### src/msm_pkg.sv
// constants and types for the module stop and mode transition block
// Overview of operation
// control bit 4 stops i2c channel two
// control bit 3 stops fifo serial port
// bit 2 timer two, bit 1 timers 0/1
// control bit 0 stops both pwm timers
// software keeps reserved stop bits at one
// sleep request moves execution to halt
// interrupt returns halt to execution
// reset request forces reset state always; the code ignores it while ce is low
// only peripherals with stop set are stopped
// reset-type stop initialises, retain-type keeps registers
// stop bit one gates peripheral clock off
`default_nettype none
package msm_pkg;
   localparam int MSM_NPER = 5;
   // register byte addresses
   localparam logic [31:0] MSM_OFF_CTRL_A = 32'h0000_0000;
   localparam logic [31:0] MSM_OFF_CTRL_B = 32'h0000_0004;
   localparam logic [31:0] MSM_OFF_MODE = 32'h0000_0008;
   // reset values
   localparam logic [7:0] MSM_CTRL_A_RST = 8'hff;
   localparam logic [7:0] MSM_CTRL_B_RST = 8'hff;
   // bit positions in module_stop_ctrl_b, also peripheral index
   localparam int MSM_BIT_STOP_PWM_TIMERS = 0;
   localparam int MSM_BIT_STOP_CYCLE_TIMER01 = 1;
   localparam int MSM_BIT_STOP_CYCLE_TIMER2 = 2;
   localparam int MSM_BIT_STOP_FIFO_SERIAL = 3;
   localparam int MSM_BIT_STOP_I2C_CH2 = 4;
   // peripherals stopped with reset semantics; the rest retain
   localparam logic [4:0] MSM_RESET_SEM = 5'h01;
   // axi responses
   localparam logic [1:0] MSM_RESP_OKAY = 2'h0;
   localparam logic [1:0] MSM_RESP_SLVERR = 2'h2;
   typedef enum logic [2:0] {
      MSM_RESET = 3'h1,
      MSM_EXEC = 3'h2,
      MSM_HALT = 3'h4
   } msm_mode_e;
endpackage
`default_nettype wire

### src/msm_gate_if.sv
// interface between the control registers and the peripheral gates
`default_nettype none
interface msm_gate_if;
   logic [4:0] stop;
   logic [4:0] clk_en;
   logic [4:0] prst;
   modport ctl (output stop, input clk_en, input prst);
   modport gate (input stop, output clk_en, output prst);
endinterface
`default_nettype wire

### src/msm_gate.sv
// per-peripheral clock enable and reset generation
`default_nettype none
module msm_gate (
   // clock and reset
   input wire logic clk,
   input wire logic sys_rst,
   input wire logic ce,
   // stop bits in, enables out
   msm_gate_if.gate gif
);
   typedef struct packed {
      logic [4:0] clk_en;
      logic [4:0] prst;
   } msm_gate_s;

   msm_gate_s q;
   msm_gate_s d;
   logic [4:0] en_w;
   logic [4:0] rst_w;

   // clock enable rather than a gated clock: keeps one clock tree
   for (genvar i = 0; i < msm_pkg::MSM_NPER; i++) begin : g_per
      assign en_w[i] = !gif.stop[i];
      assign rst_w[i] = gif.stop[i] && msm_pkg::MSM_RESET_SEM[i];
   end

   always_comb begin
      d = q;
      d.clk_en = en_w;
      d.prst = rst_w;
   end

   always_ff @(posedge clk) begin
      if (sys_rst) begin
         q <= '0;
      end else if (ce) begin
         q <= d;
      end
   end

   assign gif.clk_en = q.clk_en;
   assign gif.prst = q.prst;

   property p_run_when_clear;
      @(posedge clk) disable iff (sys_rst)
         !sys_rst && ce && !gif.stop[3] |=> gif.clk_en[3];
   endproperty
   a_run_when_clear: assert property (p_run_when_clear)
      else $error("clear stop bit did not run peripheral");

   property p_gate_when_set;
      @(posedge clk) disable iff (sys_rst)
         !sys_rst && ce && gif.stop[4] |=> !gif.clk_en[4] && !gif.prst[4];
   endproperty
   a_gate_when_set: assert property (p_gate_when_set)
      else $error("set stop bit left clock running");

   property p_reset_sem;
      @(posedge clk) disable iff (sys_rst)
         !sys_rst && ce && gif.stop[0] |=> gif.prst[0] && !gif.clk_en[0];
   endproperty
   a_reset_sem: assert property (p_reset_sem)
      else $error("pwm stop did not assert peripheral reset");

   property p_retain_sem;
      @(posedge clk) disable iff (sys_rst)
         !sys_rst && ce && gif.stop[2] |=> !gif.clk_en[2] && gif.prst[4:1] == 4'h0;
   endproperty
   a_retain_sem: assert property (p_retain_sem)
      else $error("retained peripheral was reset");
endmodule
`default_nettype wire

### src/msm_top.sv
// module stop registers, operating mode sequencer and axi4-lite slave
`default_nettype none
module msm_top (
   // clock, reset, enable
   input wire logic clk,
   input wire logic sys_rst,
   input wire logic ce,
   // axi4-lite write
   input wire logic [31:0] s_awaddr,
   input wire logic s_awvalid,
   output logic s_awready,
   input wire logic [31:0] s_wdata,
   input wire logic [3:0] s_wstrb,
   input wire logic s_wvalid,
   output logic s_wready,
   output logic [1:0] s_bresp,
   output logic s_bvalid,
   input wire logic s_bready,
   // axi4-lite read
   input wire logic [31:0] s_araddr,
   input wire logic s_arvalid,
   output logic s_arready,
   output logic [31:0] s_rdata,
   output logic [1:0] s_rresp,
   output logic s_rvalid,
   input wire logic s_rready,
   // cpu events
   input wire logic sleep_req,
   input wire logic irq_req,
   input wire logic rst_req,
   output logic [2:0] mode_state,
   // peripheral controls, index = stop bit position
   output logic [4:0] periph_clk_en,
   output logic [4:0] periph_rst
);
   typedef struct packed {
      logic [7:0] ctl_a;
      logic [7:0] ctl_b;
      msm_pkg::msm_mode_e mode;
      logic aw_have;
      logic [31:0] aw_addr;
      logic w_have;
      logic [7:0] w_data;
      logic w_strb;
      logic bvalid;
      logic [1:0] bresp;
      logic rvalid;
      logic [31:0] rdata;
      logic [1:0] rresp;
   } msm_top_s;

   localparam msm_top_s RST = '{
      ctl_a: msm_pkg::MSM_CTRL_A_RST,
      ctl_b: msm_pkg::MSM_CTRL_B_RST,
      mode: msm_pkg::MSM_RESET,
      aw_addr: 32'h0000_0000,
      w_data: 8'h00,
      bresp: 2'h0,
      rdata: 32'h0000_0000,
      rresp: 2'h0,
      default: 1'b0
   };

   msm_top_s q;
   msm_top_s d;
   logic wr_go;
   msm_gate_if gif ();

   // readies drop while frozen so no beat is taken and lost
   assign s_awready = ce && !q.aw_have && !q.bvalid;
   assign s_wready = ce && !q.w_have && !q.bvalid;
   assign s_arready = ce && !q.rvalid;
   assign wr_go = q.aw_have && q.w_have;

   always_comb begin
      d = q;
      if (s_awvalid && s_awready) begin
         d.aw_have = 1'b1;
         d.aw_addr = s_awaddr;
      end
      if (s_wvalid && s_wready) begin
         d.w_have = 1'b1;
         d.w_data = s_wdata[7:0];
         d.w_strb = s_wstrb[0];
      end
      if (wr_go) begin
         d.aw_have = 1'b0;
         d.w_have = 1'b0;
         d.bvalid = 1'b1;
         d.bresp = msm_pkg::MSM_RESP_OKAY;
         // reserved bits stay writable; software keeps them at one
         if (q.aw_addr == msm_pkg::MSM_OFF_CTRL_A) begin
            if (q.w_strb) d.ctl_a = q.w_data;
         end else if (q.aw_addr == msm_pkg::MSM_OFF_CTRL_B) begin
            if (q.w_strb) d.ctl_b = q.w_data;
         end else if (q.aw_addr == msm_pkg::MSM_OFF_MODE) begin
            d.bresp = msm_pkg::MSM_RESP_OKAY;
         end else begin
            d.bresp = msm_pkg::MSM_RESP_SLVERR;
         end
      end
      if (q.bvalid && s_bready) d.bvalid = 1'b0;
      if (s_arvalid && s_arready) begin
         d.rvalid = 1'b1;
         d.rresp = msm_pkg::MSM_RESP_OKAY;
         if (s_araddr == msm_pkg::MSM_OFF_CTRL_A) begin
            d.rdata = {24'h00_0000, q.ctl_a};
         end else if (s_araddr == msm_pkg::MSM_OFF_CTRL_B) begin
            d.rdata = {24'h00_0000, q.ctl_b};
         end else if (s_araddr == msm_pkg::MSM_OFF_MODE) begin
            d.rdata = {29'h0, q.mode};
         end else begin
            d.rdata = 32'h0000_0000;
            d.rresp = msm_pkg::MSM_RESP_SLVERR;
         end
      end
      if (q.rvalid && s_rready) d.rvalid = 1'b0;
      // mode sequencer; the reset request outranks everything
      case (q.mode)
         msm_pkg::MSM_RESET: begin
            d.mode = msm_pkg::MSM_EXEC;
         end
         msm_pkg::MSM_EXEC: begin
            if (sleep_req) d.mode = msm_pkg::MSM_HALT;
         end
         msm_pkg::MSM_HALT: begin
            if (irq_req) d.mode = msm_pkg::MSM_EXEC;
         end
         default: begin
            d.mode = msm_pkg::MSM_RESET;
         end
      endcase
      if (rst_req) d.mode = msm_pkg::MSM_RESET;
      // the reset state reinitialises the stop registers
      if (q.mode == msm_pkg::MSM_RESET) begin
         d.ctl_a = msm_pkg::MSM_CTRL_A_RST;
         d.ctl_b = msm_pkg::MSM_CTRL_B_RST;
      end
   end

   always_ff @(posedge clk) begin
      if (sys_rst) begin
         q <= RST;
      end else if (ce) begin
         q <= d;
      end
   end

   assign gif.stop = q.ctl_b[4:0];
   msm_gate u_gate (
      .clk(clk),
      .sys_rst(sys_rst),
      .ce(ce),
      .gif(gif)
   );

   assign s_bvalid = q.bvalid;
   assign s_bresp = q.bresp;
   assign s_rvalid = q.rvalid;
   assign s_rdata = q.rdata;
   assign s_rresp = q.rresp;
   assign mode_state = q.mode;
   assign periph_clk_en = gif.clk_en;
   assign periph_rst = gif.prst;

   logic wr_b;
   assign wr_b = ce && wr_go && q.w_strb && q.mode != msm_pkg::MSM_RESET
      && q.aw_addr == msm_pkg::MSM_OFF_CTRL_B;

   property p_i2c_bit;
      @(posedge clk) disable iff (sys_rst)
         wr_b |=> q.ctl_b[4] == $past(q.w_data[4]) ##1 gif.clk_en[4] == !q.ctl_b[4];
   endproperty
   a_i2c_bit: assert property (p_i2c_bit)
      else $error("i2c stop bit not written or not applied");

   property p_reset_ones;
      @(posedge clk) disable iff (sys_rst)
         $past(sys_rst) |-> q.ctl_b == 8'hff && q.ctl_a == 8'hff;
   endproperty
   a_reset_ones: assert property (p_reset_ones)
      else $error("stop registers not all ones after reset");

   property p_fifo_read;
      @(posedge clk) disable iff (sys_rst)
         s_arvalid && s_arready && s_araddr == msm_pkg::MSM_OFF_CTRL_B
         |=> s_rvalid && s_rdata[3] == $past(q.ctl_b[3]);
   endproperty
   a_fifo_read: assert property (p_fifo_read)
      else $error("fifo serial stop bit read back wrong");

   property p_timer_bits;
      @(posedge clk) disable iff (sys_rst)
         wr_b |=> q.ctl_b[2:1] == $past(q.w_data[2:1]);
   endproperty
   a_timer_bits: assert property (p_timer_bits)
      else $error("cycle timer stop bits not written");

   property p_pwm_bit;
      @(posedge clk) disable iff (sys_rst)
         wr_b && q.w_data[0] |=> ce [*2] |-> periph_rst[0];
   endproperty
   a_pwm_bit: assert property (p_pwm_bit)
      else $error("pwm stop bit did not reset pwm timers");

   property p_sleep;
      @(posedge clk) disable iff (sys_rst)
         ce && !rst_req && q.mode == msm_pkg::MSM_EXEC && sleep_req
         |=> q.mode == msm_pkg::MSM_HALT;
   endproperty
   a_sleep: assert property (p_sleep)
      else $error("sleep did not halt");

   property p_wake;
      @(posedge clk) disable iff (sys_rst)
         ce && !rst_req && q.mode == msm_pkg::MSM_HALT && irq_req
         |=> q.mode == msm_pkg::MSM_EXEC;
   endproperty
   a_wake: assert property (p_wake)
      else $error("interrupt did not resume execution");

   property p_force_reset;
      @(posedge clk) disable iff (sys_rst)
         ce && rst_req |=> q.mode == msm_pkg::MSM_RESET ##0 ce |=> q.ctl_b == 8'hff;
   endproperty
   a_force_reset: assert property (p_force_reset)
      else $error("reset request did not force reset state");

   c_sleep_wake: cover property (@(posedge clk) disable iff (sys_rst)
      q.mode == msm_pkg::MSM_HALT ##1 q.mode == msm_pkg::MSM_EXEC);
   c_write_b: cover property (@(posedge clk) disable iff (sys_rst)
      wr_b && q.w_data[4:0] == 5'h00);
   c_read_err: cover property (@(posedge clk) disable iff (sys_rst)
      s_rvalid && s_rresp == msm_pkg::MSM_RESP_SLVERR);
endmodule
`default_nettype wire

### config.mk
export PLATFORM = sky130hd
export DESIGN_NAME = msm_top
export DESIGN_NICKNAME = d
export VERILOG_FILES = /design/src/msm_pkg.sv /design/src/msm_gate_if.sv /design/src/msm_gate.sv /design/src/msm_top.sv
export SDC_FILE = /design/constraint.sdc
export NUM_CORES = 1
export LEC_CHECK = 0
export BUFFER_PORTS_ARGS = -buffer_cell sky130_fd_sc_hd__buf_2
export CORE_MARGIN = 10
export CORE_UTILIZATION = 30
export CTS_CLUSTER_DIAMETER = 200
export DETAILED_ROUTE_END_ITERATION = 6
export SYNTH_ARGS = -nofsm -noshare
export SYNTH_HDL_FRONTEND = slang
export SYNTH_SLANG_ARGS = --single-unit
### constraint.sdc
create_clock -name clk -period 2 [get_ports clk]
set_input_delay 0.3 -clock clk [delete_from_list [all_inputs] [get_ports clk]]
set_output_delay 0.3 -clock clk [all_outputs]
set_load 0.02 [all_outputs]
==> results.yml <==
floorplan:
  num_rows: 40
  dieHeight_um: 130.6
  die-area_sq_um: 17050
  ioPinCount: 165
  initial_core_util_pct: 30.54
  core_area_sq_um: 12010
  die_w_um: 130.6
routing:
  first_iter_violations: 149
  vias: 3142
  viasPerCell: 4.580
  ant_nets: 0
  routed_wl_mm: 9.459
  wl_per_cell_um: 13.79
  drt_first_pass_iters: 5
  drc_errors: 0
cts:
  clkSinkCount: 80
  postCtsResizedCells: 0
  root_buffer: "clkbuf_16"
  cts_tree: "done"
  cts_buffers: 9
  clk_pin_slew_ns: 0.07
  cts_hold_buf: 0
  cts_max_level: 3
  cts.path.max_buffers: 2
  clkLatencyLatePin_ns: 0.34
  postCtsSetupRepairBufs: 0
power_and_ir_drop:
  p_leak_nw: 1.938
  power_density_nw_per_um2: 853.9
  ir_drop_uv: 385.4
  p_total_mw: 3.812
setup_path:
  reg2reg_depth: 6
  reg2reg_slack_ns: 0.15
  cpPeakStageDelay_ns: 0.39
  r2r-end: "gif.stop[3]"
  cp.required_ns: 2.25
  worst_setup_path_start_kind: "flip-flop"
  crit_chain: "nor4_1 -> nand4_1 -> buf_4 -> nor4_4 -> buf_4 -> mux2i_1"
  crit_path_end: "gif.stop[3]"
  crit_top_cell: "buf_4"
  worst_setup_path_end_kind: "flip-flop"
  worstPathBufferInverterCount: 2
  crit_slowest_cell: "nor4_1"
  cp_max_fo: 8
  cp.depth: 6
  crit_arrival_ns: 2.10
  cp_top_family: "simple AND/OR/NAND/NOR gates"
  reg2reg_from: "q[49]"
  startpoint: "q[49]"
  worstSetupPathType: "reg -> reg"
place:
  gp_congestion: 0.7700
  port_buffers: 107
  placed_area_sq_um: 4158
  hpwl_mm: 7.431
  pre_cts_slack_ns: 0.1575
grt:
  gr-total-overflow: 0
  grt_first_pass_wirelength_mm: 14.56
  grt_max_degree: 46
  grt_pass1_vias: 3142
  grt_antenna_before_repair: 1
  grtUsageTotal_pct: 10.41
timing:
  slew_violations: 0
  fmax_mhz: 541.6
  final-setup-viol-count: 0
  hold_viol_final: 0
  rsz0062_at_grt: "no"
  fin_ws_ns: 0.1537
  period_needed_ns: 1.846
  fin_crit_sh_pct: 92.32
  skew_ns: 0.01118
  setup_tns_ns: 0
layout:
  fin_nets: 645
  area.sequential_sq_um: 1602
  drive_above_1_share_pct: 26.90
  n_antenna_cell: 0
  final_common_cell: "buf_2"
  mostFrequentLayoutCells: "107 x buf_2, 94 x nand2_1, 80 x dfxtp_1"
  nFillCells: 1252
  post-route-cell-area_sq_um: 4464
  syn_to_final_growth_pct: 21.69
  multiInputGateArea_sq_um: 1720
run:
  maxCapViolations: 0
yosys:
  synth.avg_cell_area_sq_um: 8.244
  seq_area_frac_synth_pct: 43.66
  synth_cell_type_count: 43
  synth_cells: 445
  synth_warnings: 0
  ys_seq_elements: 80
  synth_edf_count: 0
  async_flop_share_pct: 0
  synth-main-ff-cell: "dfxtp_1"
  syn_area_sq_um: 3669
min_path:
  hold_class: "in -> reg"
  hold_depth: 3
status:
  status: "finished clean"
where the power goes:
group | internal [mW] | total (mW) | switching [mW]
combinational | 0.180 | 0.463 | 0.283
clock | 1.00 | 1.66 | 0.657
sequential | 1.65 | 1.69 | 0.0366
per-layer routing:
layer | global-route usage, % | wire length [um] | vias to the layer above
li1 | - | - | 1617
met1 | 12.04 | 4043 | 1414
met2 | 17.07 | 4366 | 99
met3 | 4.633 | 918 | 12
met4 | 2.943 | 130 | 0
met5 | 0 | 0 | -
Yosys cell counts, types with 2 or more instances:
library cell  number  area, sq um
buf_4             44        330.3
and2_1             3        18.77
nor2b_1            3        18.77
a21o_1             2        15.01
nor2_1            46        172.7
buf_2              4        20.02
a32oi_1            6        52.55
nand2b_1           2        12.51
nor4_2             2        25.02
dfxtp_1           80         1602
mux2i_1           26        260.3
nand3_1            2        10.01
nor4_1            11        68.82
nand4_1            4        25.02
and4_1             2        17.52
nor3b_1            3        22.52
a211oi_1           6        45.04
nor3_1             6        30.03
o2bb2ai_1          3        26.28
clkbuf_1          24        90.09
nand2_1           94        352.8
a21oi_1           49        245.2
nand3b_1           3        22.52
flip-flops by register name (all words and copies together) (netlist names):
| name | count |
|---|---|
| q | 54 |
| s_rvalid | 1 |
| gif.stop | 5 |
| s_bvalid | 1 |
| s_bresp | 1 |
| s_rresp | 1 |
| u_gate.gif.prst | 1 |
| mode_state | 3 |
| u_gate.gif.clk_en | 5 |
| s_rdata | 8 |
worst min-delay path by stage:
stage | start | end | slack, ns
finish | s_awaddr[23] | q[71] | 0.20
global route | s_awaddr[23] | q[71] | 0.19
floorplan | q[78] | q[78] | 0.43
detailed placement | q[78] | q[78] | 0.45
CTS | s_awaddr[23] | q[71] | 0.19
global placement | q[78] | q[78] | 0.44
per-stage QoR:
step / std cells / utilization (%) / hold WS (ns)
finish: 686 / 37.17 / 0.2013
global placement: 670 / 34.61 / 0.4389
floorplan: 474 / - / 0.4310
global route: 686 / 37.17 / 0.1942
detailed placement: 670 / 34.61 / 0.4452
CTS: 686 / 37.17 / 0.1891
final cells by class:
cell class | instances | area share (%)
repair buffers | 122 | 14.52
flip-flops and latches | 80 | 35.87
inverters | 1 | 0.08408
multi-input cells | 320 | 38.54
clock buffers | 10 | 5.353
clock inverters | 6 | 1.513
well taps | 147 | 4.120
worst min-delay path, cell delays in order:
cell     delay (ns)
buf_2          0.10
nand2_1        0.05
a21oi_1        0.05
logic make-up after synthesis:
kind of cell	count (synthesis)	share of synthesized area (%)
simple gates	191	24.93
flops	80	43.66
buf+inv	74	12.41
compound gates	73	11.80
mux	26	7.094
other cells	1	0.1022
Note: power is estimated with default switching activity, not from simulation.
